[config.mk]
export PLATFORM = sky130hd
export DESIGN_NAME = asft_dev_end_flat
export DESIGN_NICKNAME = d
export VERILOG_FILES = /design/src/asft_pkg.sv /design/src/asft_link_if.sv /design/src/asft_ring.sv /design/src/asft_dev_end.sv /design/src/flat_wrapper.sv
export SDC_FILE = /design/constraint.sdc
export NUM_CORES = 2
export LEC_CHECK = 0
export BUFFER_PORTS_ARGS = -buffer_cell sky130_fd_sc_hd__buf_2
export CAP_MARGIN = 20
export CELL_PAD_IN_SITES_DETAIL_PLACEMENT = 0
export CELL_PAD_IN_SITES_GLOBAL_PLACEMENT = 1
export CORE_MARGIN = 4
export CORE_UTILIZATION = 41
export CTS_BUF_LIST = sky130_fd_sc_hd__clkbuf_4
export DETAILED_ROUTE_END_ITERATION = 6
export PLACE_DENSITY_LB_ADDON = 0.1
export SLEW_MARGIN = 10
export SYNTH_ARGS = -nofsm -noshare
export SYNTH_HDL_FRONTEND = slang
export SYNTH_SLANG_ARGS = --single-unit
[constraint.sdc]
create_clock -name ref_clk -period 6.6 [get_ports ref_clk]
set_input_delay 0.66 -clock ref_clk [delete_from_list [all_inputs] [get_ports ref_clk]]
set_output_delay 0.66 -clock ref_clk [all_outputs]
set_load 0.005 [all_outputs]
[src/asft_pkg.sv]
// Shared constants and types for the sample buffer link and its two ends.
package asft_pkg;

  // ****************************************************************
  // Buffer geometry and device register map
  // ****************************************************************
  localparam int          FIFO_DEPTH      = 32;
  localparam int          SAMPLE_W        = 48;
  localparam logic [5:0]  ADDR_AXIS_FIRST = 6'h32;
  localparam logic [5:0]  ADDR_AXIS_LAST  = 6'h37;
  localparam logic [5:0]  ADDR_CTRL       = 6'h38;
  localparam logic [5:0]  ADDR_STATUS     = 6'h39;
  localparam logic [7:0]  CTRL_RESET      = 8'h00;
  localparam int          CTRL_MODE_HI    = 7;
  localparam int          CTRL_MODE_LO    = 6;
  localparam int          CTRL_TRIG_SEL   = 5;
  localparam int          CTRL_LEVEL_HI   = 4;
  localparam int          STATUS_TRIG_BIT = 7;
  localparam int          CMD_READ_BIT    = 7;
  localparam int          CMD_BURST_BIT   = 6;

  // Buffer modes held in the control byte.
  typedef enum logic [1:0] {
    MODE_BYPASS  = 2'h0,
    MODE_FIFO    = 2'h1,
    MODE_STREAM  = 2'h2,
    MODE_TRIGGER = 2'h3
  } asft_mode_e;

  // ****************************************************************
  // Host controller registers and timing
  // ****************************************************************
  localparam logic [7:0]  HREG_CMD        = 8'h00;
  localparam logic [7:0]  HREG_RX_LO      = 8'h04;
  localparam logic [7:0]  HREG_RX_HI      = 8'h08;
  localparam logic [7:0]  HREG_STATUS     = 8'h0C;
  localparam int          HCMD_WDATA_LO   = 8;
  localparam int          HCMD_LEN_LO     = 16;
  localparam int          CLK_PERIOD_PS   = 5000;
  localparam int          POP_DELAY_NS    = 5000;
  localparam int          POP_DELAY_CYC   =
    (POP_DELAY_NS * 1000 + CLK_PERIOD_PS - 1) / CLK_PERIOD_PS;
  localparam int          SCLK_HALF_DEF   = 20;
  localparam int          SCLK_HALF_MIN   = 8;

endpackage

[src/asft_link_if.sv]
// Four-wire serial link between the host controller and the sensor buffer.
`timescale 1ns/1ps
interface asft_link_if;
  logic sclk;
  logic cs_n;
  logic mosi;
  logic miso;
  logic miso_oe;

  modport dev  (input sclk, input cs_n, input mosi,
                output miso, output miso_oe);
  modport host (output sclk, output cs_n, output mosi,
                input miso, input miso_oe);
endinterface

[src/asft_ring.sv]
// Sample storage array with one write port and one combinational read port.
`timescale 1ns/1ps
module asft_ring #(
  parameter int W     = 48,
  parameter int DEPTH = 32
) (
  // Clock.
  input  wire logic                     clk,
  // Write side.
  input  wire logic                     wr_en,
  input  wire logic [$clog2(DEPTH)-1:0] wr_idx,
  input  wire logic [W-1:0]             wr_data,
  // Read side.
  input  wire logic [$clog2(DEPTH)-1:0] rd_idx,
  output logic      [W-1:0]             rd_data
);

  logic [W-1:0] mem [DEPTH];

  // Storage has no reset; occupancy logic never reads an unwritten slot.
  always_ff @(posedge clk)
  begin
    if (wr_en)
      mem[wr_idx] <= wr_data;
  end

  assign rd_data = mem[rd_idx];
endmodule // asft_ring

[src/asft_dev_end.sv]
// Sensor end: sample buffer with bypass, FIFO, stream and trigger modes.
//
// Implementation choice: a four-wire serial slave port.
`timescale 1ns/1ps
module asft_dev_end #(
  parameter int DEPTH = asft_pkg::FIFO_DEPTH
) (
  // Clock and reset.
  input  wire logic                          ref_clk,
  input  wire logic                          srst,
  // Measurement path.
  input  wire logic                          sample_valid,
  input  wire logic [asft_pkg::SAMPLE_W-1:0] sample_data,
  input  wire logic                          trigger_event,
  // Event outputs.
  output logic                               interrupt_out_one,
  output logic                               interrupt_out_two,
  output logic                               watermark,
  output logic                               overrun,
  // Serial link.
  asft_link_if.dev                           link
);

  localparam int PW = $clog2(DEPTH);

  // ****************************************************************
  // Parameter checks
  // ****************************************************************
  if (DEPTH < 2 || DEPTH > 32 || (1 << PW) != DEPTH)
    $error("DEPTH must be a power of two from 2 to 32");

  // ****************************************************************
  // State
  // ****************************************************************
  typedef struct packed {
    logic [2:0]                  s1;
    logic [2:0]                  s2;
    logic [2:0]                  s3;
    logic [2:0]                  pin;
    logic [2:0]                  bit_cnt;
    logic [7:0]                  rx;
    logic [7:0]                  tx;
    logic                        cmd_phase;
    logic                        is_read;
    logic                        burst;
    logic                        out_touched;
    logic [5:0]                  addr;
    logic                        miso;
    logic                        miso_oe;
    logic [7:0]                  ctrl;
    logic [PW-1:0]               wr_ptr;
    logic [PW-1:0]               rd_ptr;
    logic [PW:0]                 count;
    logic [asft_pkg::SAMPLE_W-1:0] holder;
    logic                        holder_valid;
    logic                        triggered;
    logic                        overrun;
    logic                        watermark;
    logic                        int_one;
    logic                        int_two;
  } asft_dev_s;

  // Idle link levels: clock high, deselected, data low.
  localparam logic [2:0] PIN_IDLE = 3'h6;

  asft_dev_s                     q;
  asft_dev_s                     n;
  logic                          wr_en;
  logic [asft_pkg::SAMPLE_W-1:0] rd_data;

  asft_ring #(
    .W     (asft_pkg::SAMPLE_W),
    .DEPTH (DEPTH)
  ) u_ring (
    .clk     (ref_clk),
    .wr_en   (wr_en),
    .wr_idx  (q.wr_ptr),
    .wr_data (sample_data),
    .rd_idx  (q.rd_ptr),
    .rd_data (rd_data)
  );

  // Register read mux; the axis bytes always come from the holder.
  function automatic logic [7:0] reg_rd(input logic [5:0] a,
                                        input asft_dev_s s);
    logic [7:0] r;
    r = 8'h00;
    if (a >= asft_pkg::ADDR_AXIS_FIRST && a <= asft_pkg::ADDR_AXIS_LAST)
      r = s.holder[8*(a - asft_pkg::ADDR_AXIS_FIRST) +: 8];
    else if (a == asft_pkg::ADDR_CTRL)
      r = s.ctrl;
    else if (a == asft_pkg::ADDR_STATUS)
      r = {s.triggered, 1'b0, 6'(s.count)};
    return r;
  endfunction

  // ****************************************************************
  // Next-state logic
  // ****************************************************************
  always_comb
  begin
    logic [2:0]          stable;
    logic [2:0]          chg;
    logic                mosi_v;
    logic [7:0]          byte_v;
    logic                load;
    logic                end_read;
    logic                wr_ctrl;
    logic                drop;
    logic [PW:0]         level;
    asft_pkg::asft_mode_e mode;
    n        = q;
    wr_en    = 1'b0;
    load     = 1'b0;
    end_read = 1'b0;
    wr_ctrl  = 1'b0;
    byte_v   = 8'h00;
    drop     = 1'b0;
    // Three-stage capture; a level counts once stages two and three agree.
    n.s1     = {link.sclk, link.cs_n, link.mosi};
    n.s2     = q.s1;
    n.s3     = q.s2;
    stable   = ~(q.s2 ^ q.s3);
    chg      = stable & (q.s3 ^ q.pin);
    n.pin    = (stable & q.s3) | (~stable & q.pin);
    mosi_v   = n.pin[0];
    // Select edge restarts byte framing; deselect ends an output read.
    if (chg[1] && !q.s3[1])
    begin
      n.bit_cnt     = 3'h0;
      n.cmd_phase   = 1'b1;
      n.out_touched = 1'b0;
      n.tx          = 8'h00;
    end
    if (chg[1] && q.s3[1] && q.out_touched)
    begin
      end_read      = 1'b1;
      n.out_touched = 1'b0;
    end
    n.miso_oe = ~n.pin[1];
    // Output data changes on the falling clock edge.
    if (!q.pin[1] && chg[2] && !q.s3[2])
    begin
      n.miso = q.tx[7];
      n.tx   = {q.tx[6:0], 1'b0};
    end
    // Input data is taken on the rising clock edge.
    if (!q.pin[1] && chg[2] && q.s3[2])
    begin
      n.rx      = {q.rx[6:0], mosi_v};
      n.bit_cnt = q.bit_cnt + 3'h1;
      if (q.bit_cnt == 3'h7)
      begin
        byte_v      = {q.rx[6:0], mosi_v};
        n.cmd_phase = 1'b0;
        if (q.cmd_phase)
        begin
          n.is_read = byte_v[asft_pkg::CMD_READ_BIT];
          n.burst   = byte_v[asft_pkg::CMD_BURST_BIT];
          n.addr    = byte_v[5:0];
          load      = byte_v[asft_pkg::CMD_READ_BIT];
        end
        else
        begin
          wr_ctrl = !q.is_read && q.addr == asft_pkg::ADDR_CTRL;
          if (q.burst)
            n.addr = q.addr + 6'h01;
          if (q.is_read && q.burst && q.addr == asft_pkg::ADDR_AXIS_LAST)
          begin
            end_read      = 1'b1;
            n.out_touched = 1'b0;
          end
          load = q.is_read && q.burst;
        end
        if (load)
        begin
          n.tx = reg_rd(n.addr, q);
          if (n.addr >= asft_pkg::ADDR_AXIS_FIRST &&
              n.addr <= asft_pkg::ADDR_AXIS_LAST)
            n.out_touched = 1'b1;
        end
      end
    end
    // Control write; entering bypass flushes and re-arms the trigger.
    if (wr_ctrl)
    begin
      n.ctrl = byte_v;
      if (byte_v[asft_pkg::CTRL_MODE_HI:asft_pkg::CTRL_MODE_LO] ==
          asft_pkg::MODE_BYPASS)
      begin
        n.wr_ptr    = '0;
        n.rd_ptr    = '0;
        n.count     = '0;
        n.triggered = 1'b0;
        n.overrun   = 1'b0;
        // A held entry is flushed too, so it cannot reappear later.
        n.holder_valid = 1'b0;
      end
    end
    mode  = asft_pkg::asft_mode_e'(
              n.ctrl[asft_pkg::CTRL_MODE_HI:asft_pkg::CTRL_MODE_LO]);
    level = (PW+1)'(n.ctrl[asft_pkg::CTRL_LEVEL_HI:0]);
    // A finished read consumes the whole held sample, read or not.
    if (end_read && mode != asft_pkg::MODE_BYPASS)
      n.holder_valid = 1'b0;
    // Pop the oldest entry into the output bytes once they are free.
    if (mode != asft_pkg::MODE_BYPASS && !n.holder_valid && n.count != 0)
    begin
      n.holder       = rd_data;
      n.holder_valid = 1'b1;
      n.rd_ptr       = n.rd_ptr + PW'(1);
      n.count        = n.count - (PW+1)'(1);
      n.overrun      = 1'b0;
    end
    // Push after pop so a full stream buffer drops only one entry.
    if (sample_valid)
    begin
      // Live data is not a buffered entry, so it must never block the
      // first pop once a buffered mode is entered.
      if (mode == asft_pkg::MODE_BYPASS)
        n.holder = sample_data;
      else
      begin
        drop = mode == asft_pkg::MODE_STREAM ||
               (mode == asft_pkg::MODE_TRIGGER && !n.triggered);
        if (n.count < (PW+1)'(DEPTH))
        begin
          wr_en   = 1'b1;
          n.count = n.count + (PW+1)'(1);
        end
        else if (drop)
        begin
          wr_en    = 1'b1;
          n.rd_ptr = n.rd_ptr + PW'(1);
        end
        // Plain FIFO and post-trigger modes just stop storing.
        if (wr_en)
          n.wr_ptr = n.wr_ptr + PW'(1);
      end
    end
    // Only the first trigger after arming trims the history.
    if (trigger_event && mode == asft_pkg::MODE_TRIGGER && !n.triggered)
    begin
      n.triggered = 1'b1;
      if (n.count > level)
      begin
        n.rd_ptr = n.wr_ptr - level[PW-1:0];
        n.count  = level;
      end
    end
    // Overrun set wins over the clear made by a pop in the same cycle.
    if (mode != asft_pkg::MODE_BYPASS && n.count == (PW+1)'(DEPTH))
      n.overrun = 1'b1;
    n.watermark = mode != asft_pkg::MODE_BYPASS && n.count >= level;
    n.int_one   = n.triggered & ~n.ctrl[asft_pkg::CTRL_TRIG_SEL];
    n.int_two   = n.triggered & n.ctrl[asft_pkg::CTRL_TRIG_SEL];
  end

  // ****************************************************************
  // State register
  // ****************************************************************
  always_ff @(posedge ref_clk)
  begin
    if (srst)
    begin
      q      <= '0;
      q.s1   <= PIN_IDLE;
      q.s2   <= PIN_IDLE;
      q.s3   <= PIN_IDLE;
      q.pin  <= PIN_IDLE;
      q.ctrl <= asft_pkg::CTRL_RESET;
    end
    else
      q <= n;
  end

  assign interrupt_out_one = q.int_one;
  assign interrupt_out_two = q.int_two;
  assign watermark         = q.watermark;
  assign overrun           = q.overrun;
  assign link.miso         = q.miso;
  assign link.miso_oe      = q.miso_oe;
endmodule // asft_dev_end

[src/flat_wrapper.sv]
// flat-port wrapper written by rule: the top's interface ports become plain ports
module asft_dev_end_flat 
#(
  parameter int DEPTH = asft_pkg::FIFO_DEPTH
)
  (ref_clk, srst, sample_valid, sample_data, trigger_event, interrupt_out_one, interrupt_out_two, watermark, overrun, link_sclk, link_cs_n, link_mosi, link_miso, link_miso_oe);
  asft_link_if link_i ();
  input  wire logic ref_clk;
  input  wire logic srst;
  input  wire logic sample_valid;
  input  wire logic [asft_pkg::SAMPLE_W-1:0] sample_data;
  input  wire logic trigger_event;
  output logic interrupt_out_one;
  output logic interrupt_out_two;
  output logic watermark;
  output logic overrun;
  input wire logic [$bits(link_i.sclk)-1:0] link_sclk;
  input wire logic [$bits(link_i.cs_n)-1:0] link_cs_n;
  input wire logic [$bits(link_i.mosi)-1:0] link_mosi;
  output wire logic [$bits(link_i.miso)-1:0] link_miso;
  output wire logic [$bits(link_i.miso_oe)-1:0] link_miso_oe;
  assign link_i.sclk = link_sclk;
  assign link_i.cs_n = link_cs_n;
  assign link_i.mosi = link_mosi;
  assign link_miso = link_i.miso;
  assign link_miso_oe = link_i.miso_oe;
  asft_dev_end #(.DEPTH(DEPTH)) u_core (.ref_clk(ref_clk), .srst(srst), .sample_valid(sample_valid), .sample_data(sample_data), .trigger_event(trigger_event), .interrupt_out_one(interrupt_out_one), .interrupt_out_two(interrupt_out_two), .watermark(watermark), .overrun(overrun), .link(link_i));
endmodule
==> report_table.html <==
<table>
<tr><th>Metric</th><th>Value</th></tr>
<tr><th colspan="2">Outcome</th></tr>
<tr><td>Result of the run</td><td>finished, final reports clean</td></tr>
<tr><th colspan="2">GRT</th></tr>
<tr><td>Maximum number of pins on one net before global-route repair</td><td>120</td></tr>
<tr><td>Overall overflow remaining after global route</td><td>0</td></tr>
<tr><td>Busiest layer in global routing</td><td>met2</td></tr>
<tr><td>GR Layer Usage met3</td><td>0.04697</td></tr>
<tr><td>Global-route track usage on met1</td><td>0.2981</td></tr>
<tr><td>Initial antenna violation count</td><td>8</td></tr>
<tr><td>Number of global-route vias before repair</td><td>35200</td></tr>
<tr><td>All-Layer GR Usage</td><td>0.2173</td></tr>
<tr><td>Met2 global-route usage</td><td>0.3469</td></tr>
<tr><td>First-pass GRT wire length</td><td>253.5 mm</td></tr>
<tr><th colspan="2">Critical path</th></tr>
<tr><td>Type of origin of the critical path</td><td>flop</td></tr>
<tr><td>Critical path data required time</td><td>7.72 ns</td></tr>
<tr><td>Critical Path Sink Type</td><td>flop</td></tr>
<tr><td>Kind of critical path</td><td>reg -&gt; reg</td></tr>
<tr><td>Arrival time reported for the critical path endpoint</td><td>7.09 ns</td></tr>
<tr><td>Maximum fanout encountered on the critical timing path</td><td>9</td></tr>
<tr><th colspan="2">Cells and area</th></tr>
<tr><td>Final Cell Area</td><td>roughly 74000 µm²</td></tr>
<tr><td>Post-layout instance count excluding filler cells</td><td>~5900</td></tr>
<tr><td>Fillers</td><td>about 13000</td></tr>
<tr><td>Share of post-route cells with drive strength above 1</td><td>0.3636</td></tr>
<tr><td>Layout net count</td><td>3620</td></tr>
<tr><td>Synth-to-Final Area Change</td><td>14.54%</td></tr>
<tr><th colspan="2">STA</th></tr>
<tr><td>Worst-margin pin slew</td><td>roughly 1.1 ns</td></tr>
<tr><td>Worst hold margin</td><td>around 0.25 ns</td></tr>
<tr><td>Setup repair after global routing missed its margin</td><td>no</td></tr>
<tr><td>Final critical path time including I/O delays and setup</td><td>around 6.0 ns</td></tr>
<tr><td>Max_slew headroom</td><td>0.2552</td></tr>
<tr><td>Fraction of the cycle the final worst path needs</td><td>0.9050</td></tr>
<tr><td>Sum of negative setup slack</td><td>0 ns</td></tr>
<tr><td>Worst Skew</td><td>around 0.11 ns</td></tr>
<tr><td>Max Slew Vio Count</td><td>0</td></tr>
<tr><td>Number of hold violations in the final report</td><td>0</td></tr>
<tr><td>Maximum clock frequency</td><td>167.4 MHz</td></tr>
<tr><td>Final setup vio count</td><td>0</td></tr>
<tr><th colspan="2">Place</th></tr>
<tr><td>DP Wirelength</td><td>94.45 mm</td></tr>
<tr><td>Port-buffer cells</td><td>60</td></tr>
<tr><td>Cell area reported after detailed placement</td><td>~68000 µm²</td></tr>
<tr><td>Gp weighted congestion</td><td>about 0.78</td></tr>
<tr><td>Cell count after placement</td><td>5093</td></tr>
<tr><th colspan="2">Yosys</th></tr>
<tr><td>Adder-cell area share of the yosys netlist</td><td>0.005085</td></tr>
<tr><td>Synth Cell Area</td><td>64960 µm²</td></tr>
<tr><td>Yosys warning total</td><td>0</td></tr>
<tr><td>Synth area leader</td><td>sky130_fd_sc_hd__edfxtp_1</td></tr>
<tr><td>Simple-gate area share of the yosys netlist</td><td>0.02556</td></tr>
<tr><td>Synthesized area per cell</td><td>21.24 µm²</td></tr>
<tr><td>Yosys reg bits</td><td>~1700</td></tr>
<tr><td>Main combinational cell family by area after synthesis</td><td>multiplexers</td></tr>
<tr><td>Syn nets</td><td>3138</td></tr>
<tr><td>Fraction of synthesized cell area taken by the top area cell type</td><td>0.7101</td></tr>
<tr><td>Cell variety after synth</td><td>between 80 and 90</td></tr>
<tr><td>Synth area leaders</td><td>sky130_fd_sc_hd__edfxtp_1 (71%), sky130_fd_sc_hd__mux4_2 (17%), sky130_fd_sc_hd__dfxtp_1 (3.7%)</td></tr>
<tr><td>Share of synthesized area occupied by flip-flops and latches</td><td>0.7471</td></tr>
<tr><td>Mux share of post-synthesis cell area</td><td>0.1819</td></tr>
<tr><td>Number of synthesized flops with an enable pin</td><td>1536</td></tr>
<tr><td>Post-Synth XOR/XNOR Area</td><td>0.003082</td></tr>
<tr><td>Compound-Gate Fraction of Synth Area</td><td>0.02545</td></tr>
<tr><td>Gate count of the mapped netlist</td><td>3058</td></tr>
<tr><td>Primary FF master, synth</td><td>sky130_fd_sc_hd__edfxtp_1</td></tr>
<tr><td>Share of synthesized flip-flops with an asynchronous set or reset</td><td>0</td></tr>
<tr><th colspan="2">Drt</th></tr>
<tr><td>Total routed wirelength</td><td>177.3 mm</td></tr>
<tr><td>Starting DRT DRC Count</td><td>around 2900</td></tr>
<tr><td>First-pass iteration count of the detailed router</td><td>5</td></tr>
<tr><td>Vias after detailed routing</td><td>~34000</td></tr>
<tr><td>Antenna-violating nets left</td><td>0</td></tr>
<tr><td>DR vias/cell</td><td>5.700</td></tr>
<tr><td>DRC Markers</td><td>0</td></tr>
<tr><td>Average routed wire per standard cell</td><td>roughly 30 µm</td></tr>
<tr><th colspan="2">Clock tree</th></tr>
<tr><td>Clock-pin slew of the registers on the worst-case setup and hold paths</td><td>approximately 0.07 ns</td></tr>
<tr><td>Number of clock buffers inserted by TritonCTS</td><td>between 400 and 500</td></tr>
<tr><td>Clock tree root buffer cell</td><td>sky130_fd_sc_hd__clkbuf_4</td></tr>
<tr><td>Latest clock arrival within the worst-skew pair</td><td>1.33 ns</td></tr>
<tr><td>Number of buffers on the longest clock path</td><td>4</td></tr>
<tr><td>Count of clock tree sinks</td><td>around 1700</td></tr>
<tr><td>CTS tree</td><td>done</td></tr>
<tr><td>Number of H-tree levels</td><td>5</td></tr>
<tr><th colspan="2">Floorplan</th></tr>
<tr><td>Die ar.</td><td>164900 µm²</td></tr>
<tr><td># IOs</td><td>61</td></tr>
<tr><td>Starting Density</td><td>0.4144</td></tr>
<tr><td>Die Y</td><td>406.0 µm</td></tr>
<tr><td>Core ar.</td><td>about 160000 µm²</td></tr>
<tr><td>Row cnt</td><td>approximately 150</td></tr>
<tr><td>Die width</td><td>about 400 µm</td></tr>
<tr><th colspan="2">Power and ir drop</th></tr>
<tr><td>P per Cell Area</td><td>~280 nW/µm²</td></tr>
<tr><td>Clock network fraction of design power</td><td>0.427</td></tr>
<tr><td>Proportion of power drawn by combinational gates</td><td>0.013</td></tr>
<tr><td>Cell leakage power</td><td>23.04 nW</td></tr>
<tr><td>Switching share of total power</td><td>0.2103</td></tr>
<tr><td>Maximum vdd drop</td><td>around 0.17 mV</td></tr>
<tr><td>Net switching power</td><td>~4.3 mW</td></tr>
<tr><td>Cell-internal power</td><td>between 15 and 20 mW</td></tr>
<tr><td>Sequential Power Share</td><td>0.560</td></tr>
<tr><th colspan="2">Run</th></tr>
<tr><td>Count of max-cap constraint violations</td><td>0</td></tr>
<tr><th colspan="2">Hold path</th></tr>
<tr><td>Worst hold path type</td><td>in -&gt; reg</td></tr>
</table>
metrics by stage:
stage	setup slack [ns]	utilization	total power, mW
finish	0.6269	0.4747	20.51
global route	0.09842	0.4746	21.44
CTS	0.4037	0.4743	20.83
detailed placement	0.4985	0.4364	11.96
global placement	0.3274	0.4363	11.94
floorplan	0.8093	-	11.76
kinds of logic after synthesis:
kind of cell             count (synthesis)
flip-flops                            1656
multiplexers                           569
AND/OR/NAND/NOR                        350
AO/OA/AOI/OAI                          243
buffers and inverters                  192
adder cells (fa/ha/maj)                 26
XOR/XNOR                                22
worst max-delay path, cell delays in order (launching register included):
cell and delay (ns):
sky130_fd_sc_hd__dfxtp_1 0.32, sky130_fd_sc_hd__ha_1 0.20, sky130_fd_sc_hd__ha_1 0.28, sky130_fd_sc_hd__and4b_1 0.25, sky130_fd_sc_hd__nand4_1 0.18, sky130_fd_sc_hd__nand2_1 0.11
sky130_fd_sc_hd__ha_1 0.23, sky130_fd_sc_hd__nand4b_1 0.21, sky130_fd_sc_hd__a21boi_4 0.38, sky130_fd_sc_hd__a21oi_1 0.12, sky130_fd_sc_hd__a211oi_1 0.36, sky130_fd_sc_hd__ha_1 0.25
sky130_fd_sc_hd__a21boi_2 0.19, sky130_fd_sc_hd__xor2_1 0.27, sky130_fd_sc_hd__inv_1 0.09, sky130_fd_sc_hd__ha_1 0.31, sky130_fd_sc_hd__o21a_1 0.11, sky130_fd_sc_hd__o21ai_0 0.17
sky130_fd_sc_hd__a21oi_1 0.09, sky130_fd_sc_hd__o22a_1 0.24, sky130_fd_sc_hd__a311oi_4 0.39, sky130_fd_sc_hd__nor2_2 0.14, sky130_fd_sc_hd__a21oi_1 0.24, sky130_fd_sc_hd__ha_1 0.26
sky130_fd_sc_hd__o21ai_0 0.17, sky130_fd_sc_hd__nand2b_1 0.09, sky130_fd_sc_hd__nand4_1 0.09, sky130_fd_sc_hd__o22ai_1 0.07
Yosys cell counts (3+ instances only):
cell and count:
sky130_fd_sc_hd__buf_2 30, sky130_fd_sc_hd__mux4_2 488, sky130_fd_sc_hd__and3_1 4, sky130_fd_sc_hd__a211oi_1 62
sky130_fd_sc_hd__inv_1 20, sky130_fd_sc_hd__mux2i_1 74, sky130_fd_sc_hd__a22oi_1 10, sky130_fd_sc_hd__dfxtp_1 120
sky130_fd_sc_hd__or2_2 7, sky130_fd_sc_hd__or3_1 9, sky130_fd_sc_hd__mux2_2 6, sky130_fd_sc_hd__edfxtp_1 1536
sky130_fd_sc_hd__xor2_1 9, sky130_fd_sc_hd__o211a_1 4, sky130_fd_sc_hd__nand3_1 14, sky130_fd_sc_hd__a31oi_1 3
sky130_fd_sc_hd__nand2_1 55, sky130_fd_sc_hd__xnor2_1 12, sky130_fd_sc_hd__o211ai_1 4, sky130_fd_sc_hd__nor2b_1 7
sky130_fd_sc_hd__o22ai_1 9, sky130_fd_sc_hd__and2_1 11, sky130_fd_sc_hd__a21oi_1 95, sky130_fd_sc_hd__a21o_1 4
sky130_fd_sc_hd__o21ai_0 12, sky130_fd_sc_hd__o31ai_1 3, sky130_fd_sc_hd__nand4b_1 5, sky130_fd_sc_hd__nor3_1 14
sky130_fd_sc_hd__nor2_1 189, sky130_fd_sc_hd__nand4_1 7, sky130_fd_sc_hd__nor4_1 4, sky130_fd_sc_hd__buf_1 31
sky130_fd_sc_hd__ha_1 24, sky130_fd_sc_hd__o21a_1 6, sky130_fd_sc_hd__clkbuf_1 108
layer usage:
| metal | vias to the layer above | share of wire |
|---|---|---|
| met5 | - | 0.000073 |
| met4 | 2 | 0.029 |
| met3 | 342 | 0.063 |
| met2 | 1286 | 0.48 |
| met1 | 17980 | 0.42 |
| li1 | 14070 | - |
final timing paths:
kind                  from          endpoint  slack [ns]  cells after the start
min              link_mosi     u_core.n[115]        0.25                      3
min reg2reg  u_core.n[117]     u_core.n[114]        0.43                      1
max reg2reg  u_core.q[106]  u_core.watermark        0.63                     27
max          u_core.q[106]  u_core.watermark        0.63                     27
power groups by stage:
stage                     Combinational, mW  Sequential, mW  Clock (mW)
final                                 0.262            11.5        8.75
after global routing                  0.292            11.5        9.67
after CTS                             0.267            11.5        9.07
after global placement                0.225            11.7           0
after floorplan                      0.0552            11.7           0
after detailed placement              0.240            11.7           0
placed cells by master, fill, tap and decap left out, types with 14 or more instances in the layout:
master / instances
sky130_fd_sc_hd__a211oi_1: 62
sky130_fd_sc_hd__a21oi_1: 94
sky130_fd_sc_hd__buf_12: 23
sky130_fd_sc_hd__buf_2: 59
sky130_fd_sc_hd__buf_4: 69
sky130_fd_sc_hd__clkbuf_4: 668
sky130_fd_sc_hd__clkinv_1: 66
sky130_fd_sc_hd__dfxtp_1: 115
sky130_fd_sc_hd__dlygate4sd3_1: 55
sky130_fd_sc_hd__edfxtp_1: 1536
sky130_fd_sc_hd__ha_1: 24
sky130_fd_sc_hd__inv_1: 20
sky130_fd_sc_hd__mux2i_1: 74
sky130_fd_sc_hd__mux4_2: 488
sky130_fd_sc_hd__nand2_1: 55
sky130_fd_sc_hd__nand3_1: 14
sky130_fd_sc_hd__nor2_1: 161
sky130_fd_sc_hd__nor2_4: 29
what timing repair did:
item | CTS | global route
setup buffers | 0 | 3
endpoints found under the hold margin | 1629 | 0
hold buffers | 55 | 0
setup endpoints to repair | 0 | 1
gates resized for setup | 0 | 1
state kept, by name, summed over array words and instances (netlist names), named ones only:
| register | count |
|---|---|
| u_core.q | 102 |
| u_core.link.miso | 1 |
| u_core.interrupt_out_one | 1 |
| u_core.overrun | 1 |
| u_core.interrupt_out_two | 1 |
| u_core.u_ring.mem | 1536 |
| u_core.watermark | 1 |
| u_core.u_ring.rd_idx | 5 |
| u_core.link.miso_oe | 1 |
| u_core.n | 6 |
layout make-up:
| cell class | instances | area (µm²) | area share |
|---|---|---|---|
| inverter | 20 | 75.07 | 0.001009 |
| multi-input combinational | 1210 | 15960 | 0.2144 |
| clock inverter | 78 | 379.1 | 0.005095 |
| clock buffer | 668 | 5015 | 0.06740 |
| timing repair buffer | 207 | 1828 | 0.02457 |
| sequential | 1656 | 48550 | 0.6525 |
| antenna | 12 | 30.03 | 0.0004036 |
| tap | 2058 | 2575 | 0.03461 |
No activity file was read; power rests on OpenSTA's default activity.
